===== src/hdl/apf_pkg.sv =====
// constants and types for the active power to frequency path
// How it works
// pin pair picks current gain 1/2/8/16
// low analog supply holds block in reset
// filter pin high enables current high-pass
// phase compensation only while high-pass enabled
// multiply samples, low-pass the product
// power low-pass corner near 8.9 hertz
// integrate power into output pulse rate
// calibration pulses up to 2048x slow rate
// slow pulses from much longer accumulation
// counter averages calibration pulses for power
// slow pulse outputs are active low
// freq pins pick slow scaling base
// supply reset clears state, outputs idle
package apf_pkg;
    localparam int APF_SAMPLE_W = 16;
    localparam int APF_PROD_W = 40;
    // register byte offsets
    localparam logic [7:0] APF_CTRL_OFS = 8'h00;
    localparam logic [7:0] APF_STATUS_OFS = 8'h04;
    localparam logic [7:0] APF_POWER_OFS = 8'h08;
    localparam logic [7:0] APF_CALCNT_OFS = 8'h0c;
    localparam logic [31:0] APF_CTRL_RST = 32'h0000_0000;
    // filter shapes
    localparam real APF_LPF_CORNER_HZ = 8.9;
    localparam int APF_HPF_SHIFT = 10;
    localparam int APF_PC_SHIFT = 6;
    localparam int APF_LPF_SHIFT = 12;
    // slow to calibration ratio at lowest frequency select
    localparam int APF_MAX_RATIO_LOG2 = 11;
    // supply monitor filter and pulse widths in cycles
    localparam int APF_SUPPLY_FILT = 16;
    localparam int APF_PULSE_CYC = 64;
    localparam int APF_SAMPLE_GAP = 4;
    typedef struct packed {
        logic signed [APF_SAMPLE_W-1:0] cur;
        logic signed [APF_SAMPLE_W-1:0] volt;
    } apf_sample_t;
    typedef struct packed {
        logic gain_lsb;
        logic gain_msb;
        logic hpf_en;
        logic fsel_lsb;
        logic fsel_msb;
        logic supply_ok;
    } apf_pins_t;
endpackage


===== src/hdl/apf_core.sv =====
// active power to frequency signal path with apb status registers
//
// Chosen here: the APB interface to the registers and the register offsets.
module apf_core
    import apf_pkg::*;
#(
    parameter int FIFO_DEPTH = 16,
    parameter int CAL_THRESH_LOG2 = 24,
    parameter int PULSE_CYC = APF_PULSE_CYC
)
(
    input wire logic clk_in,
    input wire logic srst_in,
    input wire logic analog_supply_ok_in,
    input wire logic gain_sel_lsb_in,
    input wire logic gain_sel_msb_in,
    input wire logic hpf_enable_pin_in,
    input wire logic freq_sel_lsb_in,
    input wire logic freq_sel_msb_in,
    input wire logic sample_valid_in,
    input wire apf_sample_t sample_in,
    output logic sample_ready_out,
    input wire logic psel_in,
    input wire logic penable_in,
    input wire logic pwrite_in,
    input wire logic [7:0] paddr_in,
    input wire logic [31:0] pwdata_in,
    output logic [31:0] prdata_out,
    output logic pready_out,
    output logic pslverr_out,
    output logic cal_pulse_out,
    output logic slow_pulse_a_n_out,
    output logic slow_pulse_b_n_out
);
    localparam int SFW = $clog2(APF_SUPPLY_FILT + 1);
    localparam int PW = $clog2(PULSE_CYC + 1);
    localparam logic [APF_PROD_W-1:0] CAL_THRESH = APF_PROD_W'(1) << CAL_THRESH_LOG2;

    // multiply current by the selected gain
    function automatic logic signed [23:0] apply_gain(input logic signed [15:0] x, input logic [1:0] sel);
        logic signed [23:0] w;
        w = 24'(x);
        case (sel)
            2'h0: apply_gain = w;
            2'h1: apply_gain = w <<< 1;
            2'h2: apply_gain = w <<< 3;
            default: apply_gain = w <<< 4;
        endcase
    endfunction

    // ----------------------------------------
    // pin synchronisers and supply monitor
    // ----------------------------------------
    apf_pins_t pin_meta;
    apf_pins_t pin_sync;
    apf_pins_t pin_raw;
    logic [SFW-1:0] sup_cnt;
    logic [SFW-1:0] next_sup_cnt;
    logic supply_good;
    logic next_supply_good;
    logic rst_int;
    logic soft_hold;
    logic [1:0] gain_sel;
    logic [1:0] freq_sel;
    logic hpf_on;

    assign pin_raw = '{gain_lsb: gain_sel_lsb_in, gain_msb: gain_sel_msb_in, hpf_en: hpf_enable_pin_in,
                       fsel_lsb: freq_sel_lsb_in, fsel_msb: freq_sel_msb_in, supply_ok: analog_supply_ok_in};
    assign gain_sel = {pin_sync.gain_msb, pin_sync.gain_lsb};
    assign freq_sel = {pin_sync.fsel_msb, pin_sync.fsel_lsb};
    assign hpf_on = pin_sync.hpf_en;
    assign rst_int = srst_in || !supply_good || soft_hold;

    // supply must stay good for a filter window before release
    always_comb
    begin
        next_sup_cnt = sup_cnt;
        next_supply_good = supply_good;
        if (!pin_sync.supply_ok)
        begin
            next_sup_cnt = '0;
            next_supply_good = 1'b0;
        end
        else if (sup_cnt != SFW'(APF_SUPPLY_FILT))
            next_sup_cnt = sup_cnt + 1'b1;
        else
            next_supply_good = 1'b1;
    end

    // two-stage sync and monitor registers
    always_ff @(posedge clk_in)
    begin
        if (srst_in)
        begin
            pin_meta <= '0;
            pin_sync <= '0;
            sup_cnt <= '0;
            supply_good <= 1'b0;
        end
        else
        begin
            pin_meta <= pin_raw;
            pin_sync <= pin_meta;
            sup_cnt <= next_sup_cnt;
            supply_good <= next_supply_good;
        end
    end

    // ----------------------------------------
    // sample fifo and paced drain
    // ----------------------------------------
    apf_sample_t fifo_data;
    logic fifo_valid;
    logic drain_ready;
    logic [4:0] fifo_level;
    logic [2:0] pace;
    logic [2:0] next_pace;
    logic pop;

    apf_fifo #(.WIDTH($bits(apf_sample_t)), .DEPTH(FIFO_DEPTH)) u_fifo (
        .clk_in(clk_in),
        .srst_in(rst_int),
        .in_valid_in(sample_valid_in),
        .in_data_in(sample_in),
        .in_ready_out(sample_ready_out),
        .out_valid_out(fifo_valid),
        .out_data_out(fifo_data),
        .out_ready_in(drain_ready),
        .level_out(fifo_level)
    );

    assign drain_ready = (pace == '0);
    assign pop = fifo_valid && drain_ready;

    // ----------------------------------------
    // high-pass, phase compensation, multiply, low-pass
    // ----------------------------------------
    logic signed [23:0] gain_cur;
    logic signed [23:0] x_prev;
    logic signed [23:0] hpf_y;
    logic signed [23:0] cur_q;
    logic signed [15:0] volt_q;
    logic stage_vld;
    logic signed [APF_PROD_W-1:0] lpf_y;
    logic lpf_vld;
    logic signed [23:0] next_hpf_y;
    logic signed [23:0] next_cur;
    logic signed [APF_PROD_W-1:0] prod;
    logic signed [APF_PROD_W-1:0] next_lpf_y;

    // one sample per pop; compensation tracks the filter state
    always_comb
    begin
        next_pace = (pace != '0) ? pace - 1'b1 : (pop ? 3'(APF_SAMPLE_GAP - 1) : '0);
        gain_cur = apply_gain(fifo_data.cur, gain_sel);
        next_hpf_y = hpf_on ? gain_cur - x_prev + hpf_y - (hpf_y >>> APF_HPF_SHIFT) : gain_cur;
        next_cur = hpf_on ? next_hpf_y + ((next_hpf_y - hpf_y) >>> APF_PC_SHIFT) : gain_cur;
        prod = APF_PROD_W'(cur_q) * APF_PROD_W'(volt_q);
        next_lpf_y = lpf_y + ((prod - lpf_y) >>> APF_LPF_SHIFT);
    end

    // filter state registers, cleared under any reset
    always_ff @(posedge clk_in)
    begin
        if (rst_int)
        begin
            pace <= '0;
            x_prev <= '0;
            hpf_y <= '0;
            cur_q <= '0;
            volt_q <= '0;
            stage_vld <= 1'b0;
            lpf_y <= '0;
            lpf_vld <= 1'b0;
        end
        else
        begin
            pace <= next_pace;
            stage_vld <= pop;
            lpf_vld <= stage_vld;
            if (pop)
            begin
                x_prev <= gain_cur;
                hpf_y <= next_hpf_y;
                cur_q <= next_cur;
                volt_q <= fifo_data.volt;
            end
            if (stage_vld)
                lpf_y <= next_lpf_y;
        end
    end

    // ----------------------------------------
    // digital to frequency conversion
    // ----------------------------------------
    logic [APF_PROD_W-1:0] cal_acc;
    logic [APF_PROD_W-1:0] next_cal_acc;
    logic [11:0] ratio_cnt;
    logic [11:0] next_ratio_cnt;
    logic [11:0] ratio;
    logic cal_evt;
    logic slow_evt;
    logic slow_sel;
    logic next_slow_sel;
    logic [31:0] cal_count;
    logic [PW-1:0] cal_tmr;
    logic [PW-1:0] slow_tmr;
    logic [PW-1:0] next_cal_tmr;
    logic [PW-1:0] next_slow_tmr;

    // ratio halves for each step of the frequency select
    assign ratio = 12'(1 << (APF_MAX_RATIO_LOG2 - int'(freq_sel)));

    always_comb
    begin
        next_cal_acc = cal_acc;
        if (lpf_vld && !lpf_y[APF_PROD_W-1])
            next_cal_acc = cal_acc + lpf_y;
        cal_evt = (next_cal_acc >= CAL_THRESH);
        if (cal_evt)
            next_cal_acc = next_cal_acc - CAL_THRESH;
        next_ratio_cnt = ratio_cnt;
        slow_evt = 1'b0;
        if (cal_evt)
        begin
            if (ratio_cnt + 1'b1 >= ratio)
            begin
                next_ratio_cnt = '0;
                slow_evt = 1'b1;
            end
            else
                next_ratio_cnt = ratio_cnt + 1'b1;
        end
        next_slow_sel = slow_evt ? !slow_sel : slow_sel;
        next_cal_tmr = cal_evt ? PW'(PULSE_CYC) : (cal_tmr != '0 ? cal_tmr - 1'b1 : '0);
        next_slow_tmr = slow_evt ? PW'(PULSE_CYC) : (slow_tmr != '0 ? slow_tmr - 1'b1 : '0);
    end

    // accumulators and pulse stretchers
    always_ff @(posedge clk_in)
    begin
        if (rst_int)
        begin
            cal_acc <= '0;
            ratio_cnt <= '0;
            slow_sel <= 1'b0;
            cal_count <= '0;
            cal_tmr <= '0;
            slow_tmr <= '0;
        end
        else
        begin
            cal_acc <= next_cal_acc;
            ratio_cnt <= next_ratio_cnt;
            slow_sel <= next_slow_sel;
            cal_count <= cal_evt ? cal_count + 1'b1 : cal_count;
            cal_tmr <= next_cal_tmr;
            slow_tmr <= next_slow_tmr;
        end
    end

    // registered pulse outputs, idle during reset
    always_ff @(posedge clk_in)
    begin
        if (rst_int)
        begin
            cal_pulse_out <= 1'b0;
            slow_pulse_a_n_out <= 1'b1;
            slow_pulse_b_n_out <= 1'b1;
        end
        else
        begin
            cal_pulse_out <= (next_cal_tmr != '0);
            slow_pulse_a_n_out <= !((next_slow_tmr != '0) && next_slow_sel);
            slow_pulse_b_n_out <= !((next_slow_tmr != '0) && !next_slow_sel);
        end
    end

    // ----------------------------------------
    // apb slave
    // ----------------------------------------
    logic [31:0] next_prdata;
    logic next_pslverr;
    logic setup;
    logic [31:0] status_word;

    assign setup = psel_in && !penable_in;
    assign pready_out = psel_in && penable_in;
    assign status_word = {21'h0, fifo_level, freq_sel, gain_sel, hpf_on, supply_good}; // level sits in [10:6]

    // read data and error latched in the setup cycle
    always_comb
    begin
        next_prdata = prdata_out;
        next_pslverr = pslverr_out;
        if (setup)
        begin
            next_pslverr = 1'b0;
            case (paddr_in)
                APF_CTRL_OFS: next_prdata = {31'h0, soft_hold};
                APF_STATUS_OFS: next_prdata = status_word;
                APF_POWER_OFS: next_prdata = lpf_y[APF_PROD_W-1:APF_PROD_W-32];
                APF_CALCNT_OFS: next_prdata = cal_count;
                default:
                begin
                    next_prdata = 32'h0;
                    next_pslverr = 1'b1;
                end
            endcase
        end
    end

    // bus registers; control write lands in the access cycle
    always_ff @(posedge clk_in)
    begin
        if (srst_in)
        begin
            prdata_out <= 32'h0;
            pslverr_out <= 1'b0;
            soft_hold <= APF_CTRL_RST[0];
        end
        else
        begin
            prdata_out <= next_prdata;
            pslverr_out <= next_pslverr;
            if (pready_out && pwrite_in && paddr_in == APF_CTRL_OFS)
                soft_hold <= pwdata_in[0];
        end
    end
endmodule


===== src/hdl/apf_fifo.sv =====
// sample fifo with valid/ready on both sides
module apf_fifo
#(
    parameter int WIDTH = 32,
    parameter int DEPTH = 16
)
(
    input wire logic clk_in,
    input wire logic srst_in,
    input wire logic in_valid_in,
    input wire logic [WIDTH-1:0] in_data_in,
    output logic in_ready_out,
    output logic out_valid_out,
    output logic [WIDTH-1:0] out_data_out,
    input wire logic out_ready_in,
    output logic [$clog2(DEPTH):0] level_out
);
    localparam int AW = $clog2(DEPTH);
    logic [WIDTH-1:0] mem [DEPTH];
    logic [AW:0] wr_ptr;
    logic [AW:0] rd_ptr;
    logic [AW:0] next_wr_ptr;
    logic [AW:0] next_rd_ptr;
    logic push;
    logic pop;

    // full and empty from pointer difference
    assign level_out = wr_ptr - rd_ptr;
    assign in_ready_out = (level_out != (AW+1)'(DEPTH));
    assign out_valid_out = (level_out != '0);
    assign out_data_out = mem[rd_ptr[AW-1:0]];
    assign push = in_valid_in && in_ready_out;
    assign pop = out_valid_out && out_ready_in;

    // pointer next values
    always_comb
    begin
        next_wr_ptr = push ? wr_ptr + 1'b1 : wr_ptr;
        next_rd_ptr = pop ? rd_ptr + 1'b1 : rd_ptr;
    end

    // pointer and storage registers
    always_ff @(posedge clk_in)
    begin
        if (srst_in)
        begin
            wr_ptr <= '0;
            rd_ptr <= '0;
        end
        else
        begin
            wr_ptr <= next_wr_ptr;
            rd_ptr <= next_rd_ptr;
        end
        if (push)
            mem[wr_ptr[AW-1:0]] <= in_data_in;
    end
endmodule


===== config.mk =====
export PLATFORM = sky130hd
export DESIGN_NAME = apf_core
export DESIGN_NICKNAME = d
export VERILOG_FILES = /design/src/hdl/apf_pkg.sv /design/src/hdl/apf_core.sv /design/src/hdl/apf_fifo.sv
export SDC_FILE = /design/constraint.sdc
export NUM_CORES = 2
export LEC_CHECK = 0
export ABC_AREA = 1
export BUFFER_PORTS_ARGS = -buffer_cell sky130_fd_sc_hd__buf_2
export CORE_MARGIN = 2
export CORE_UTILIZATION = 24
export CTS_CLUSTER_SIZE = 8
export DETAILED_ROUTE_END_ITERATION = 12
export HOLD_SLACK_MARGIN = 0.08
export PLACE_DENSITY = 0.48
export SYNTH_ARGS = -nofsm -noshare
export SYNTH_HDL_FRONTEND = slang
export SYNTH_SLANG_ARGS = --single-unit

===== constraint.sdc =====
create_clock -name clk_in -period 12.25 [get_ports clk_in]
set_input_delay 0.6125 -clock clk_in [delete_from_list [all_inputs] [get_ports clk_in]]
set_output_delay 0.6125 -clock clk_in [all_outputs]
set_load 0.05 [all_outputs]

# ---- Word-level counts from Yosys, hierarchy flattened
# Memories as Yosys holds them, arrays and structs flattened. A register that Yosys moved wholly into a read port is not among the register bits.
# Cells that the tools add are included.
dict set report word_totals {
  output_inout_bits 38
  elab_cells 118
  n_memories 1
  ff_bits 293
  ram_bits 512
  inputBits 84
}
# name depth width read_ports rd_clocked_by_memory_dff wr line_no
set memory_table {}
lappend memory_table {u_fifo.mem 16 32 1 1 1 apf_fifo.sv:19} ;# logic [WIDTH-1:0] mem [DEPTH];
dict set report op_classes {
  n_reduce_logical 29
  muxes 21
  n_shift 1
  n_lt_le_gt_ge 2
  add_sub_neg 19
  multipliers 1
  eq_ne 7
  bitwise_logic 1
}
# operator n
set ops {}
lappend ops {{$pmux 32 s4} 1}
lappend ops {{$mux 40} 2}
lappend ops {{$pmux 19 s3} 1}
lappend ops {{$mux 24} 2}
lappend ops {{$add 40x28->40} 1}
lappend ops {{$add 40x40->40} 1}
lappend ops {{$ge 40x25->1 const B} 1}
lappend ops {{$mul 24x16->40} 1}
lappend ops {{$sub 40x25->40 const B} 1}
lappend ops {{$sub 40x40->40} 1}
lappend ops {{$add 32x1->32 const B} 1}
lappend ops {{$shl 1x32->12 const A} 1}
lappend ops {{$mux 7} 4}
lappend ops {{$reduce_bool 7->1} 4}
lappend ops {{$add 21x24->24} 1}
lappend ops {{$add 24x18->24} 1}
lappend ops {{$sub 24x14->24} 1}
lappend ops {{$sub 24x24->24} 1}
lappend ops {{$sub 20x20->21} 1}
lappend ops {{$eq 8x4->1 const B} 2}
lappend ops {{$add 5x1->5 const B} 3}
lappend ops {{$sub 7x1->7 const B} 2}
lappend ops {{$add 12x1->12 const B} 1}
lappend ops {{$ge 12x12->1} 1}
lappend ops {{23 further kinds} 45}

# ---- Depth between registers and ports, before layout
dict set report depth {
  word_depth 9
  mapped_depth 48
  mapped_depth_nobuf 47
}

# ---- Cells and area by module
# A second synthesis with hierarchy kept.
dict set report hier_totals {
  cells_unflattened 6926
  area_unflattened_um2 58257.1
}
# module n_inst area_each_um2 seq_area_each_um2 cells_per_inst
set by_module_without_submodules {}
lappend by_module_without_submodules {apf_core 1 37333.3 5665.4 5293}
lappend by_module_without_submodules {apf_fifo 1 20923.8 15655.0 1633}

# ---- Worst setup path before layout
# Ideal clock, no wire load.
dict set report synth_timing {
  path_type {register to register}
  from {reg cur_q[13]}
  to {reg lpf_y[39]}
  required_time_ns 12.137
  path_buffers 2
  t_arrival_ns 7.643
  setup_time_ns 0.113
  synth_period_minus_slack_ns 7.756
  stages_incl_launch_ff 46
  slack_ns 4.494
  cell_sequence {dfxtp_1 -> clkbuf_1 -> clkbuf_1 -> nand2_1 -> fa_1 -> inv_1 -> fa_1 -> inv_1 -> fa_1 -> inv_1 -> fa_1 -> inv_1 -> fa_1 -> inv_1 -> fa_1 -> ha_1 -> nand2_1 -> nor2_1 -> (+10 left out) -> nand2_1 -> a21o_1 -> nand2_1 -> ha_1 -> nand2_1 -> nor2_1 -> inv_1 -> nor2_1 -> inv_1 -> nor4_1 -> a21oi_1 -> o21bai_1 -> nand2_1 -> a21oi_1 -> o21bai_1 -> nand3_1 -> nor2_1 -> nor2_1}
}
dict set report synth_via {
  elab_chain_cells 3
}
# element line_no
set synth_rtl {}
lappend synth_rtl {{start, declared} apf_core.sv:141} ;# logic signed [23:0] cur_q;
lappend synth_rtl {{start signal, assigned} apf_core.sv:185} ;# cur_q <= next_cur;
lappend synth_rtl {{$mul 24x16->40} apf_core.sv:158} ;# prod = APF_PROD_W'(cur_q) * APF_PROD_W'(volt_q);
lappend synth_rtl {{$sub 40x40->40} apf_core.sv:159} ;# next_lpf_y = lpf_y + ((prod - lpf_y) >>> APF_LPF_SHIFT);
lappend synth_rtl {{$add 40x28->40} apf_core.sv:159}
lappend synth_rtl {{end signal, assigned} apf_core.sv:189} ;# lpf_y <= next_lpf_y;
lappend synth_rtl {{end, declared} apf_core.sv:144} ;# logic signed [APF_PROD_W-1:0] lpf_y;
# No other way between the ends.
# A chain may end at the register's enable or synchronous reset.

==> flow_metrics.tcl <==
set metrics [dict create \
    p_switching_mw 1.58 \
    yosys_warnings 0 \
    ys_async_sr_fraction_pct 0 \
    use_met3_pct 2.09 \
    ant_nets 0 \
    synthFlopType "edfxtp_1" \
    groute.usage.overall_pct 14.2 \
    grt_pass1_vias 46378 \
    setup_slack_ps 2060 \
    syn_nets 7697 \
    finalHoldViolCount 0 \
    drv_cap 0 \
    crit_path_end_kind "flop" \
    layout.cell_area.non_filler_mm2 0.0658 \
    routed-via-count 46174 \
    place_inst 9944 \
    crit_path_max_fanout 37 \
    nNetsFinal 7699 \
    cp_data_required_time_ps 12830 \
    cts_tree "built" \
    leakagePower_nw 28.0 \
    p_per_area_mw_per_mm2 96.9 \
    clk_pin_slew_worst_paths_ps 50 \
    tns_ps 0 \
    finalSetupViolCount 0 \
    drtIter0Drc 3277 \
    post-dp-hpwl_um 127000 \
    fin_cells 10124 \
    wl_per_cell_um 17.7 \
    ctsHoldBuffers 8 \
    peakVddDrop_v 0.000140 \
    use_met1_pct 19.6 \
    fin_hold_ws_ps 144 \
    critPathKind "flop to flop" \
    post_cts_buffers 0 \
    clock_latency_ps 800 \
    antenna_found_initial 16 \
    nFillCells 25896 \
    grt_pass1_wl_um 276000 \
    place_area_mm2 0.0624 \
    cts_root_buf "clkbuf_16" \
    die-width_um 497 \
    ys_ff_latch 809 \
    area_growth_syn_to_layout_pct 12.7 \
    hp-class "input pin to flop" \
    yosysMostFrequentCell "nand2_1" \
    synth_largest_area_cell "edfxtp_1" \
    rsz0062_at_grt "no" \
    synth_commonest_cells "1232 x nand2_1, 1167 x inv_1, 709 x nor2_1, 542 x o21ai_0, 512 x edfxtp_1" \
    synthDominantCellAreaShare_pct 26.4 \
    fin_crit_sh_pct 83.2 \
    cts.sinks 809 \
    yosysSeqAreaShare_pct 36.5 \
    place.gp.congestion 0.911 \
    power_frac_seq_pct 45.6 \
    port_buffers 90 \
    netlist_area_mm2 0.0583 \
    synth_cells 6881 \
    cpPeakStageDelay_ps 740 \
    fmax_mhz 98.1 \
    relSlewSlack_pct 16.1 \
    final-seq-area_mm2 0.0213 \
    vias_per_cell 4.56 \
    synthTopCellsByArea "edfxtp_1 26%, fa_1 16%, dfxtp_1 10%" \
    htree_levels 3 \
    grt.busiest_layer "met2" \
    drive_gt1_share_pct 6.96 \
    grt-ovfl-total 0 \
    cts_buffer_depth 3 \
    tightest_slew_ps 1250 \
    period_needed_ps 10190 \
    status "finished, final reports clean" \
    finalPower_mw 6.37 \
    power_frac_clock_pct 46.4 \
    dp_slack_ps 2120 \
    crit_slowest_cell "nor3_1" \
    die_area_mm2 0.247 \
    drc_errors 0 \
    finClkSkew_ps 109 \
    drtPass1Iterations 5 \
    synth_enable_flop_cells 512 \
    p_comb_share_pct 8.0 \
    intPower_mw 4.79 \
    cts_resized 0 \
    use_met2_pct 23.4 \
    ios 122 \
    fp-row-count 180 \
    post-route-util_pct 27.3 \
    totalWireLength_um 179000 \
    coreArea_mm2 0.241 \
    numCtsBuffers 114 \
    syn_area_per_cell_um2 8.48 \
    arrival_ps 10770 \
    switching_share_pct 24.9 \
    synth_cell_types 64 \
    worstSetupStartpointType "flop" \
    start_util_pct 24.2 \
    die_y_um 497 \
    grt_max_degree 141 \
    multi_input_area_mm2 0.0315 \
    finalMaxSlewViolations 0 \
]
-- cell families after synthesis --
| logic type | share of synthesized area [%] |
|---|---|
| simple gates | 16.9 |
| buf+inv | 9.65 |
| compound gates | 12.8 |
| flops | 36.5 |
| fa+ha+maj | 21.6 |
| xor+xnor | 2.43 |
-- state kept, by name (all words and copies together), names as in the netlist, 3 cells and up, named ones only --
| signal | cells |
|---|---|
| cal_acc | 40 |
| cal_count | 32 |
| cal_tmr | 7 |
| cur_q | 24 |
| hpf_y | 24 |
| lpf_y | 40 |
| pace | 3 |
| pin_meta | 6 |
| prdata_out | 32 |
| ratio_cnt | 12 |
| slow_tmr | 7 |
| sup_cnt | 5 |
| u_fifo.mem | 512 |
| u_fifo.rd_ptr | 5 |
| u_fifo.wr_ptr | 5 |
| volt_q | 16 |
| x_prev | 20 |
-- layer usage --
| layer | vias to the layer above | routed length, µm |
|---|---|---|
| met4 | 16 | 3900 |
| met5 | - | 90 |
| met1 | 22615 | 84600 |
| met3 | 250 | 8800 |
| li1 | 22268 | - |
| met2 | 1025 | 81400 |
-- worst max-delay path: cells and delay by family (launching register included) --
| family | cells | cell delay [ps] |
|---|---|---|
| fa+ha+maj | 5 | 2120 |
| flops | 1 | 610 |
| simple gates | 12 | 1890 |
| compound gates | 17 | 3940 |
| xor+xnor | 2 | 180 |
| buf+inv | 4 | 1240 |
-- area by class of cell --
cell class                      count  share of cell area [%]
Clock buffer                      155                    4.62
Inverter                         1186                    6.79
Timing Repair Buffer              178                    1.76
Sequential cell                   809                    32.4
Antenna cell                        4                  0.0152
Tap cell                         3185                    6.06
Multi-Input combinational cell   4594                    48.0
Clock inverter                     13                   0.363
-- path summary, 6_finish.rpt --
check	start	to	slack, ps	cells past startpoint
worst max-delay path	flop	cur_q[22]$_SDFFE_PP0P_	2060	40
worst min-delay path	gain_sel_msb_in	pin_meta[4]$_SDFF_PP0_	140	3
worst max register to register	flop	cur_q[22]$_SDFFE_PP0P_	2060	40
worst min register to register	pin_meta[5]$_SDFF_PP0_	gain_sel[0]$_SDFF_PP0_	400	2
-- power by group through the flow --
| stage | clock [mW] | combinational (mW) | sequential (mW) |
|---|---|---|---|
| after CTS | 3.05 | 0.508 | 2.91 |
| after detailed placement | 0 | 0.503 | 2.96 |
| after floorplan | 0 | 0.352 | 2.96 |
| after global routing | 3.14 | 0.577 | 2.91 |
| after global placement | 0 | 0.504 | 2.96 |
| final | 2.95 | 0.508 | 2.91 |
-- cells in the final DEF (no fill, tap or decap), types with 90 or more instances in the layout --
cell          n
a21oi_1     387
buf_2        90
clkbuf_16   114
dfxtp_1     293
edfxtp_1    512
fa_1        459
ha_1        273
inv_1      1165
nand2_1    1232
nand3_1     203
nor2_1      691
o21ai_0     542
o22ai_1     106
xor2_1       96
(Power assumes the default switching activity.)
